==> config.mk <==
export PLATFORM = sky130hd
export DESIGN_NAME = nvmwc_top
export DESIGN_NICKNAME = d
export VERILOG_FILES = /design/src/common/nvmwc_pkg.sv /design/src/design/nvmwc_top.sv
export SDC_FILE = /design/constraint.sdc
export NUM_CORES = 1
export LEC_CHECK = 0
export BUFFER_PORTS_ARGS = -buffer_cell sky130_fd_sc_hd__buf_2
export CORE_AREA = 4 4 90 92
export CTS_CLUSTER_DIAMETER = 30
export CTS_CLUSTER_SIZE = 8
export DETAILED_ROUTE_END_ITERATION = 12
export DIE_AREA = 0 0 94 96
export PLACE_DENSITY = 0.77
export SYNTH_ARGS = -nofsm -noshare
export SYNTH_HDL_FRONTEND = slang
export SYNTH_SLANG_ARGS = --single-unit
==> constraint.sdc <==
create_clock -name clk_i -period 5.05 [get_ports clk_i]
set_input_delay 0.7575 -clock clk_i [delete_from_list [all_inputs] [get_ports clk_i]]
set_output_delay 0.7575 -clock clk_i [all_outputs]
set_load 0.005 [all_outputs]
==> src/common/nvmwc_pkg.sv <==
// Purpose: Shared constants and types for the nonvolatile memory write control block
// Assumes: Registers sit in the low byte of aligned 32-bit Avalon-MM words
// Notes: Byte offsets are compared against {address, 2'b00}
package nvmwc_pkg;

   // Register byte offsets
   localparam logic [4:0] OFF_CONTROL = 5'h00;
   localparam logic [4:0] OFF_UNLOCK = 5'h04;
   localparam logic [4:0] OFF_ADDR_LO = 5'h08;
   localparam logic [4:0] OFF_ADDR_HI = 5'h0C;
   localparam logic [4:0] OFF_DATA = 5'h10;
   localparam logic [4:0] OFF_STATUS = 5'h14;

   // Unlock key bytes
   localparam logic [7:0] UNLOCK_FIRST = 8'h55;
   localparam logic [7:0] UNLOCK_SECOND = 8'hAA;

   // Region select codes; bit 0 set means configuration space
   localparam logic [1:0] REGION_DATA = 2'h0;
   localparam logic [1:0] REGION_PFM = 2'h2;
   localparam int unsigned REGION_CFG_BIT = 0;

   // First address beyond the data memory
   localparam logic [15:0] DATA_MEM_TOP = 16'h0400;

   // Status register field
   localparam int unsigned STATUS_DONE_BIT = 0;

   // Reset values
   localparam logic [7:0] CTRL_RESET = 8'h00;
   localparam logic [15:0] ADDR_RESET = 16'h0000;
   localparam logic [7:0] DATA_RESET = 8'h00;
   localparam logic [31:0] RDATA_RESET = 32'h00000000;

   typedef enum logic [2:0] {
      OP_NONE,
      OP_READ,
      OP_EE_WRITE,
      OP_PFM_WRITE,
      OP_PFM_ERASE,
      OP_CFG_WRITE
   } nvmwc_op_e;

   // Control register layout, bit 7 down to bit 0
   typedef struct packed {
      logic [1:0] region;
      logic rsv;
      logic free;
      logic write_error_flag;
      logic wen;
      logic wr;
      logic rd;
   } nvmwc_ctrl_s;

   // One-cycle command to the memory array
   typedef struct packed {
      nvmwc_op_e op;
      logic [1:0] region;
      logic [15:0] addr;
      logic [7:0] wdata;
   } nvmwc_mem_cmd_s;

endpackage : nvmwc_pkg

==> src/design/nvmwc_top.sv <==
// Purpose: Control, unlock and error logic for byte-wide nonvolatile memory access
// Assumes: All non-clock inputs come from logic on clk_i; memory returns read data in the cycle of
//          a read command and pulses mem_done_i when a write ends
// Notes: nrst_i is the power-on reset; sys_rst_n_i is a later synchronous reset

// Operation
// - Outside programming reads and writes refused while data code protect is on
// - Start on protected or invalid address clears start and sets error flag
// - Write-enable bit is zero after power-up
// - No write may start while the power-up timer runs
// - Region 00 data memory, 10 program flash, x1 configuration space
// - Erase-select one makes next program flash start an erase
// - Reset during a running write sets the error flag
// - Data region start with address at or above 0x0400 sets error flag
// - Only software clears the error flag
// - Software may write the error flag to one
// - Write-enable zero inhibits all program, erase and refresh cycles
// - Data region start launches combined erase and program of one byte
// - Program flash start launches write from holding registers
// - Write start needs 0x55 then 0xAA to the unlock register first
// - Operations self-timed; hardware clears start bit at the end
// - Writing zero to start bit during a write has no effect
// - Read start outside program flash region loads the data register and clears itself
// - Software may set read start but never clear it
// - Unlock register always reads zero
// - Low address register holds address bits 7 to 0
// - Write end clears start and sets the done flag, cleared by software
// - Read data ready for the very next bus access
// - One write setting both start and write-enable starts nothing
// - Control, address and data registers frozen while a write runs
module nvmwc_top (
   input wire logic clk_i,
   input wire logic nrst_i,
   input wire logic sys_rst_n_i,
   input wire logic pwrt_active_i,
   input wire logic data_cp_i,
   input wire logic data_wp_i,
   input wire logic addr_invalid_i,
   input wire logic ext_rd_req_i,
   input wire logic ext_wr_req_i,
   output logic ext_rd_grant_o,
   output logic ext_wr_grant_o,
   input wire logic [2:0] address_i,
   input wire logic read_i,
   input wire logic write_i,
   input wire logic [31:0] writedata_i,
   input wire logic [3:0] byteenable_i,
   output logic [31:0] readdata_o,
   output logic waitrequest_o,
   output nvmwc_pkg::nvmwc_mem_cmd_s mem_cmd_o,
   input wire logic [7:0] mem_rdata_i,
   input wire logic mem_done_i,
   output logic write_allow_o,
   output logic done_flag_o
);

   typedef enum logic [1:0] {
      UNL_IDLE,
      UNL_HALF,
      UNL_ARMED
   } nvmwc_unl_e;

   nvmwc_pkg::nvmwc_ctrl_s ctrl_q;
   nvmwc_pkg::nvmwc_ctrl_s wctrl;
   nvmwc_unl_e unl_q;
   logic [15:0] addr_q;
   logic [7:0] data_q;
   logic accept;
   logic wr_acc;
   logic ctrl_wr;
   logic start_try;
   logic bad_target;
   logic mismatch;
   logic wr_launch;
   logic wr_reject;
   logic rd_launch;
   logic [4:0] byte_addr;

   function automatic logic addr_in_data(input logic [15:0] a);
      addr_in_data = a < nvmwc_pkg::DATA_MEM_TOP;
   endfunction : addr_in_data

   function automatic nvmwc_pkg::nvmwc_op_e op_for(input logic [1:0] region, input logic free);
      if (region[nvmwc_pkg::REGION_CFG_BIT])
         op_for = nvmwc_pkg::OP_CFG_WRITE;
      else if (region == nvmwc_pkg::REGION_PFM)
         op_for = free ? nvmwc_pkg::OP_PFM_ERASE : nvmwc_pkg::OP_PFM_WRITE;
      else
         op_for = nvmwc_pkg::OP_EE_WRITE;
   endfunction : op_for

   assign byte_addr = {address_i, 2'b00};
   assign accept = (read_i | write_i) & ~waitrequest_o;
   assign wr_acc = accept & write_i & byteenable_i[0];
   assign wctrl = nvmwc_pkg::nvmwc_ctrl_s'(writedata_i[7:0]);
   assign ctrl_wr = wr_acc & (byte_addr == nvmwc_pkg::OFF_CONTROL) & ~ctrl_q.wr;

   // Start attempt: key armed, enable already set, timer done
   assign start_try = ctrl_wr & wctrl.wr & (unl_q == UNL_ARMED)
      & ctrl_q.wen
      & ~pwrt_active_i;
   assign mismatch = (wctrl.region == nvmwc_pkg::REGION_DATA) & ~addr_in_data(addr_q);
   assign bad_target = mismatch | addr_invalid_i
      | (data_wp_i & (wctrl.region == nvmwc_pkg::REGION_DATA));
   assign wr_launch = start_try & ~bad_target;
   assign wr_reject = start_try & bad_target;
   assign rd_launch = ctrl_wr & wctrl.rd & ~ctrl_q.rd & ~wr_launch
      & (wctrl.region != nvmwc_pkg::REGION_PFM);

   // Control register
   always_ff @(posedge clk_i or negedge nrst_i)
   begin
      if (!nrst_i)
      begin
         ctrl_q <= nvmwc_pkg::CTRL_RESET;
      end
      else if (!sys_rst_n_i)
      begin
         ctrl_q <= nvmwc_pkg::CTRL_RESET;
         ctrl_q.write_error_flag <= ctrl_q.write_error_flag | ctrl_q.wr;
      end
      else
      begin
         if (ctrl_wr)
         begin
            ctrl_q.region <= wctrl.region;
            ctrl_q.free <= wctrl.free;
            ctrl_q.wen <= wctrl.wen;
         end
         // Hardware set wins over a software write
         if (wr_reject)
            ctrl_q.write_error_flag <= 1'b1;
         else if (ctrl_wr)
            ctrl_q.write_error_flag <= wctrl.write_error_flag;
         if (wr_launch)
            ctrl_q.wr <= 1'b1;
         else if (mem_done_i)
            ctrl_q.wr <= 1'b0;
         if (rd_launch)
            ctrl_q.rd <= 1'b1;
         else if (ctrl_q.rd)
            ctrl_q.rd <= 1'b0;
      end
   end

   // Unlock sequencer; any other access disarms
   always_ff @(posedge clk_i or negedge nrst_i)
   begin
      if (!nrst_i)
         unl_q <= UNL_IDLE;
      else if (!sys_rst_n_i)
         unl_q <= UNL_IDLE;
      else if (accept)
      begin
         if (wr_acc && byte_addr == nvmwc_pkg::OFF_UNLOCK
             && writedata_i[7:0] == nvmwc_pkg::UNLOCK_FIRST)
            unl_q <= UNL_HALF;
         else if (wr_acc && byte_addr == nvmwc_pkg::OFF_UNLOCK && unl_q == UNL_HALF
                  && writedata_i[7:0] == nvmwc_pkg::UNLOCK_SECOND)
            unl_q <= UNL_ARMED;
         else
            unl_q <= UNL_IDLE;
      end
   end

   // Address register pair
   always_ff @(posedge clk_i or negedge nrst_i)
   begin
      if (!nrst_i)
         addr_q <= nvmwc_pkg::ADDR_RESET;
      else if (wr_acc && !ctrl_q.wr)
      begin
         if (byte_addr == nvmwc_pkg::OFF_ADDR_LO)
            addr_q[7:0] <= writedata_i[7:0];
         if (byte_addr == nvmwc_pkg::OFF_ADDR_HI)
            addr_q[15:8] <= writedata_i[7:0];
      end
   end

   // Data register: bus write or read result
   always_ff @(posedge clk_i or negedge nrst_i)
   begin
      if (!nrst_i)
         data_q <= nvmwc_pkg::DATA_RESET;
      else if (ctrl_q.rd)
         data_q <= mem_rdata_i;
      else if (wr_acc && !ctrl_q.wr && byte_addr == nvmwc_pkg::OFF_DATA)
         data_q <= writedata_i[7:0];
   end

   // Done flag; set wins over a software clear
   always_ff @(posedge clk_i or negedge nrst_i)
   begin
      if (!nrst_i)
         done_flag_o <= 1'b0;
      else if (ctrl_q.wr && mem_done_i && sys_rst_n_i)
         done_flag_o <= 1'b1;
      else if (wr_acc && byte_addr == nvmwc_pkg::OFF_STATUS
               && !writedata_i[nvmwc_pkg::STATUS_DONE_BIT])
         done_flag_o <= 1'b0;
   end

   // Memory command, one cycle per launch
   always_ff @(posedge clk_i or negedge nrst_i)
   begin
      if (!nrst_i)
      begin
         mem_cmd_o.op <= nvmwc_pkg::OP_NONE;
         mem_cmd_o.region <= nvmwc_pkg::REGION_DATA;
         mem_cmd_o.addr <= nvmwc_pkg::ADDR_RESET;
         mem_cmd_o.wdata <= nvmwc_pkg::DATA_RESET;
      end
      else
      begin
         mem_cmd_o.region <= wctrl.region;
         mem_cmd_o.addr <= addr_q;
         mem_cmd_o.wdata <= data_q;
         if (wr_launch)
            mem_cmd_o.op <= op_for(wctrl.region, wctrl.free);
         else if (rd_launch)
            mem_cmd_o.op <= nvmwc_pkg::OP_READ;
         else
            mem_cmd_o.op <= nvmwc_pkg::OP_NONE;
      end
   end

   // Array-level program/erase/refresh permission
   always_ff @(posedge clk_i or negedge nrst_i)
   begin
      if (!nrst_i)
         write_allow_o <= 1'b0;
      else
         write_allow_o <= ctrl_q.wen & ~pwrt_active_i;
   end

   // Outside programming access gate
   always_ff @(posedge clk_i or negedge nrst_i)
   begin
      if (!nrst_i)
      begin
         ext_rd_grant_o <= 1'b0;
         ext_wr_grant_o <= 1'b0;
      end
      else
      begin
         ext_rd_grant_o <= ext_rd_req_i & ~data_cp_i;
         ext_wr_grant_o <= ext_wr_req_i & ~data_cp_i;
      end
   end

   // Avalon slave: one wait cycle, held off while a read is pending
   always_ff @(posedge clk_i or negedge nrst_i)
   begin
      if (!nrst_i)
         waitrequest_o <= 1'b1;
      else if (waitrequest_o && (read_i || write_i) && !ctrl_q.rd)
         waitrequest_o <= 1'b0;
      else
         waitrequest_o <= 1'b1;
   end

   always_ff @(posedge clk_i or negedge nrst_i)
   begin
      if (!nrst_i)
         readdata_o <= nvmwc_pkg::RDATA_RESET;
      else if (waitrequest_o && read_i && !ctrl_q.rd)
      begin
         unique case (byte_addr)
            nvmwc_pkg::OFF_CONTROL: readdata_o <= {24'h000000, ctrl_q};
            nvmwc_pkg::OFF_ADDR_LO: readdata_o <= {24'h000000, addr_q[7:0]};
            nvmwc_pkg::OFF_ADDR_HI: readdata_o <= {24'h000000, addr_q[15:8]};
            nvmwc_pkg::OFF_DATA: readdata_o <= {24'h000000, data_q};
            nvmwc_pkg::OFF_STATUS: readdata_o <= {31'h00000000, done_flag_o};
            default: readdata_o <= nvmwc_pkg::RDATA_RESET;
         endcase
      end
   end
endmodule : nvmwc_top

==> impl_metrics.env, run 1 <==
export IMPL_finalCriticalPeriod_ps=1948
export IMPL_core_area_sq_um=7214
export IMPL_setup_slack_ps=3102
export IMPL_synth_common_cells="dfrtp_1, nand2_1, buf_4, mux2_2, o21ai_0"
export IMPL_status="finished clean"
export IMPL_fp_dieArea_sq_um=9024
export IMPL_synth_most_common_cell="dfrtp_1"
export IMPL_cp_endpoint="addr_q[7]$_DFFE_PN0P_"
export IMPL_cp_start_kind="input port"
export IMPL_pwr_density_cell_nw_per_um2=367.2
export IMPL_tightestPinTransition_ps=783.6
export IMPL_avgSynthCellArea_sq_um=12.35
export IMPL_r2r_slack_ps=3160
export IMPL_synth_edff_count=0
export IMPL_end_kind="flip-flop"
export IMPL_synth_area_leaders="dfrtp_1, mux2_2, buf_4"
export IMPL_yosys_area_share_simple=0.1334
export IMPL_wl_per_cell_um=16.36
export IMPL_maxSlewViolCount=0
export IMPL_grt_max_degree=40
export IMPL_synth_top_family_by_area="simple AND/OR/NAND/NOR gates"
export IMPL_drt_wl_total_mm=7.200
export IMPL_relSlewSlack=0.4776
export IMPL_cts_root_buf="clkbuf_8"
export IMPL_fin_util=0.5206
export IMPL_drive_gt1_frac=0.3548
export IMPL_synth_adder_area_share=0
export IMPL_synth_yosys_seq_area_share=0.5870
export IMPL_max_cap_violations=0
export IMPL_ctsHoldBuffers=0
export IMPL_initial_utilization=0.4435
export IMPL_cts_path_max_buffers=2
export IMPL_grt_pass1_vias=2118
export IMPL_netlist_instances=259
export IMPL_grtUsageMet2=0.2691
export IMPL_design_area_sq_um=3756
export IMPL_final_period_utilization=0.3858
export IMPL_cp_max_fo=20
export IMPL_via_count=2245
export IMPL_synth_cell_types=44
export IMPL_clk_transition_reported_paths_ps=80
export IMPL_gp_congestion=0.8655
export IMPL_peakVddDrop_mv=0.1263
export IMPL_place_worst_setup_slack_ps=2741
export IMPL_cts_setup_buffers=0
export IMPL_synth_top_area_frac=0.5788
export IMPL_worstSetupPathType="input port to flip-flop"
export IMPL_hold_viol=0
export IMPL_hold_path_class="flip-flop to flip-flop"
export IMPL_die_w_um=94
export IMPL_fin_worst_skew_ps=5.360
export IMPL_busiest_layer="met2"
export IMPL_r2r_end="addr_q[7]$_DFFE_PN0P_"
export IMPL_fmax_mhz=513.3
export IMPL_yosysWarnings=0
export IMPL_first_iter_violations=129
export IMPL_fin_setup_tns_ps=0
export IMPL_p_total_mw=1.379
export IMPL_cts_resized_gates=0
export IMPL_synth_xor_area_frac=0
export IMPL_antenna_found_initial=0
export IMPL_timing_rr_start="ctrl_q[1]$_DFFE_PN0P_"
export IMPL_synthMuxAreaShare=0.1056
export IMPL_clock_latency_ps=350
export IMPL_finalNonFillerCells=440
export IMPL_globalRouteMet3Util=0.05160
export IMPL_grt_pass1_wl_mm=11.27
export IMPL_htreeDepth=3
export IMPL_portBuffers=73
export IMPL_areaGrowthSynthToFinish_pct=17.40
export IMPL_drc_errors=0
export IMPL_gr_total_overflow=0
export IMPL_dp_hpwl_mm=5.400
export IMPL_die_h_um=96
export IMPL_first_pass_iters=4
export IMPL_cts_sinks=75
export IMPL_fin_nets=395
export IMPL_numCtsBuffers=9
export IMPL_ys_ff_latch=75
export IMPL_viasPerCell=5.102
export IMPL_hold_start="addr_q[4]$_DFFE_PN0P_"
export IMPL_leakage_nw=1.828
export IMPL_synth_top_area_cell="dfrtp_1"
export IMPL_hold_ws_ps=404.5
export IMPL_async_reset_ff_frac=1.000
export IMPL_synth_compound_area_share=0.1036
export IMPL_synth_area_sq_um=3199
export IMPL_required_ps=5290
export IMPL_placedCellCount=424
export IMPL_pin_count=125
export IMPL_num_antenna_cells=0
export IMPL_ys_flop_type="dfrtp_1"
export IMPL_met1_usage=0.2189
export IMPL_tritoncts="yes"
export IMPL_fp_row_count=31
export IMPL_startpoint="address_i[1]"
export IMPL_drtAntennaViolNets=0
export IMPL_placed_cell_area_sq_um=3568
export IMPL_grt_setup_unrepaired="false"
export IMPL_grt_usage=0.1694
export IMPL_cp_arrival_ps=2180
export IMPL_reg2regPathDepth=3
export IMPL_setup_violations=0
==> power by group <==
group	leakage, nW	switching, mW	internal, mW
registers	0.981	0.0548	0.698
logic	0.759	0.102	0.0992
clock network	0.0880	0.220	0.206
total	1.83	0.377	1.00
==> logic make-up (layout without fill, tap and decap cells) <==
group                  count (synthesis)  in the layout
AO/OA/AOI/OAI                         51             51
buffers and inverters                 33             92
multiplexers                          31             31
other                                  1             24
flip-flops                            75             75
AND/OR/NAND/NOR                       68             68
==> flip-flops by register name, indices dropped and copies added, names as in the netlist <==
signal and count:
write_allow_o 1, readdata_o 8, done_flag_o 1, ctrl_q 7, data_q 8, ext_rd_grant_o 1, ext_wr_grant_o 1, unl_q 2
addr_q 16, mem_cmd_o 29, waitrequest_o 1
==> how the worst min path moves through the flow <==
stage / depth (start not counted) / slack [ps] / endpoint
5_1_grt: 0 / 420 / mem_cmd_o[17]$_DFF_PN0_
4_1_cts: 0 / 410 / mem_cmd_o[12]$_DFF_PN0_
2_1_floorplan: 0 / 370 / mem_cmd_o[11]$_DFF_PN0_
3_5_place_dp: 0 / 390 / mem_cmd_o[12]$_DFF_PN0_
6_report: 0 / 400 / mem_cmd_o[12]$_DFF_PN0_
3_3_place_gp: 0 / 390 / mem_cmd_o[14]$_DFF_PN0_
==> area by class of cell <==
class                   instances  area, sq um
clock buffers                  11        151.4
clock inverters                 5        36.28
fillers                       664         3458
inverters                       2        7.507
multi-input cells             174         1186
flip-flops and latches         75         1878
well taps                      99        123.9
repair buffers                 74        372.9
==> placed cells by master (no fill, tap or decap), drive strengths merged, types with 2 or more instances in the layout <==
master | netlist | routed
a21oi | 11 | 11
a22o | 8 | 8
a22oi | 7 | 7
a31oi | 2 | 2
buf | 30 | 74
clkbuf | 1 | 11
clkinv | 1 | 2
clkinvlp | 0 | 3
conb | 1 | 24
dfrtp | 74 | 74
inv | 1 | 2
mux2 | 22 | 22
mux2i | 9 | 9
nand2 | 26 | 26
nand2b | 2 | 2
nand3 | 4 | 4
nor2 | 8 | 8
nor2b | 7 | 7
nor3b | 3 | 3
nor4 | 3 | 3
nor4bb | 2 | 2
o21ai | 18 | 18
or3 | 2 | 2
==> per-layer routing <==
metal	wire, um	part of all wire
met1	2967	0.41
met4	118	0.016
met3	641	0.089
met2	3473	0.48
met5	0	0
==> worst max-delay path: stages <==
cell     delay (ps)
buf_2           370
nor4b_4         640
mux2_2          410
Power figures use the tool's default switching activity.
==> run 2: changes to the inputs <==
==> constraint.sdc (replaced) <==
create_clock -name clk_i -period 2 [get_ports clk_i]
set_input_delay 0.3 -clock clk_i [delete_from_list [all_inputs] [get_ports clk_i]]
set_output_delay 0.3 -clock clk_i [all_outputs]
set_load 0.005 [all_outputs]
==> impl_metrics.env, run 2 (synthesis results as in run 1) <==
export IMPL_drc_errors=0
export IMPL_crit_path_top_delay_cell="dfstp_2"
export IMPL_timing_rr_start="waitrequest_o$_DFF_PN1_"
export IMPL_relSlewSlack=0.6078
export IMPL_cp_cell_sequence="and4bb_2, a21oi_2, o21ai_0"
export IMPL_cts_resized_gates=0
export IMPL_grt_setup_unrepaired="false"
export IMPL_grt_max_degree=39
export IMPL_worst_path_stages=3
export IMPL_crit_family="compound AO/OA/AOI/OAI gates"
export IMPL_clock_latency_ps=350
export IMPL_placedCellCount=431
export IMPL_layout_commonest_cell="dfrtp_1"
export IMPL_slowest_delay_ps=600
export IMPL_grt_pass1_vias=2241
export IMPL_pwr_density_cell_nw_per_um2=957.0
export IMPL_leakage_nw=1.891
export IMPL_die_w_um=94
export IMPL_clk_transition_reported_paths_ps=70
export IMPL_first_iter_violations=93
export IMPL_tritoncts="yes"
export IMPL_reg_top3="mem_cmd_o (29), addr_q (16)"
export IMPL_reg2regPathDepth=3
export IMPL_gp_congestion=0.8694
export IMPL_hold_path_class="input port to flip-flop"
export IMPL_design_area_sq_um=3850
export IMPL_hold_viol=0
export IMPL_critPathBufInv=0
export IMPL_antenna_found_initial=0
export IMPL_top_register="mem_cmd_o"
export IMPL_fin_util=0.5336
export IMPL_hold_ws_ps=109.6
export IMPL_pin_count=125
export IMPL_die_h_um=96
export IMPL_fp_row_count=31
export IMPL_cts_root_buf="clkbuf_8"
export IMPL_cts_path_max_buffers=2
export IMPL_fmax_mhz=587.5
export IMPL_placed_cell_area_sq_um=3621
export IMPL_finalCriticalPeriod_ps=1702
export IMPL_areaGrowthSynthToFinish_pct=20.34
export IMPL_gr_total_overflow=0
export IMPL_cts_sinks=75
export IMPL_fin_worst_skew_ps=7.200
export IMPL_fin_nets=403
export IMPL_max_cap_violations=0
export IMPL_drive_gt1_frac=0.3610
export IMPL_fin_setup_tns_ps=0
export IMPL_num_fill_cells=644
export IMPL_largest_register_ffs=29
export IMPL_first_pass_iters=4
export IMPL_numCtsBuffers=9
export IMPL_fp_dieArea_sq_um=9024
export IMPL_final_cell_mix="dfrtp_1, buf_2, nand2_1"
export IMPL_cp_start_kind="flip-flop"
export IMPL_hold_start="data_cp_i"
export IMPL_grt_usage=0.1741
export IMPL_num_antenna_cells=0
export IMPL_initial_utilization=0.4435
export IMPL_portBuffers=73
export IMPL_status="finished clean"
export IMPL_worstSetupPathType="flip-flop to flip-flop"
export IMPL_maxSlewViolCount=0
export IMPL_drtAntennaViolNets=0
export IMPL_viasPerCell=4.980
export IMPL_wl_per_cell_um=16.08
export IMPL_p_total_mw=3.684
export IMPL_peakVddDrop_mv=0.3832
export IMPL_setup_slack_ps=298.0
export IMPL_place_worst_setup_slack_ps=293.7
export IMPL_setup_violations=0
export IMPL_dp_hpwl_mm=5.414
export IMPL_required_ps=2200
export IMPL_final_period_utilization=0.8510
export IMPL_end_kind="flip-flop"
export IMPL_finalNonFillerCells=448
export IMPL_via_count=2231
export IMPL_core_area_sq_um=7214
export IMPL_tightestPinTransition_ps=588.3
export IMPL_startpoint="waitrequest_o$_DFF_PN1_"
export IMPL_cp_arrival_ps=1900
export IMPL_htreeDepth=3
export IMPL_cp_max_fo=16
export IMPL_grt_pass1_wl_mm=11.78
export IMPL_drt_wl_total_mm=7.206
export IMPL_hold_depth=2
## run 2: repair_timing
action,CTS,global route
hold buffers,1,0
hold endpoints to repair,3,0
setup buffers,0,0
## run 2: layer usage
| metal | global-route usage | part of all wire | up-vias |
|---|---|---|---|
| met3 | 0.03909 | 0.083 | 10 |
| li1 | - | - | 1046 |
| met4 | 0.06859 | 0.011 | 0 |
| met1 | 0.2273 | 0.42 | 1080 |
| met2 | 0.2833 | 0.48 | 95 |
| met5 | 0 | 0 | - |
## run 2: worst paths after layout
check	endpoint	slack, ps
worst max-delay path	data_q[3]$_DFFE_PN0P_	300
worst min-delay path	ext_rd_grant_o$_DFF_PN0_	110
worst max register to register	data_q[3]$_DFFE_PN0P_	300
worst min register to register	mem_cmd_o[14]$_DFF_PN0_	400
max in group asynchronous	addr_q[3]$_DFFE_PN0P_	1070
min in group asynchronous	mem_cmd_o[22]$_DFF_PN0_	280
## run 2: cell type report
class,instances,area [sq um],area share
Multi-Input combinational cell,174,1186,0.3081
Timing Repair Buffer,82,435.4,0.1131
Tap cell,99,123.9,0.03217
Inverter,2,7.507,0.001950
Clock inverter,4,73.82,0.01917
Clock buffer,12,145.1,0.03770
Sequential cell,75,1878,0.4878
## run 2: report_power, final
part | switching (mW) | internal [mW] | total, mW
registers | 0.138 | 1.76 | 1.90
logic | 0.259 | 0.257 | 0.517
clock network | 0.529 | 0.738 | 1.27
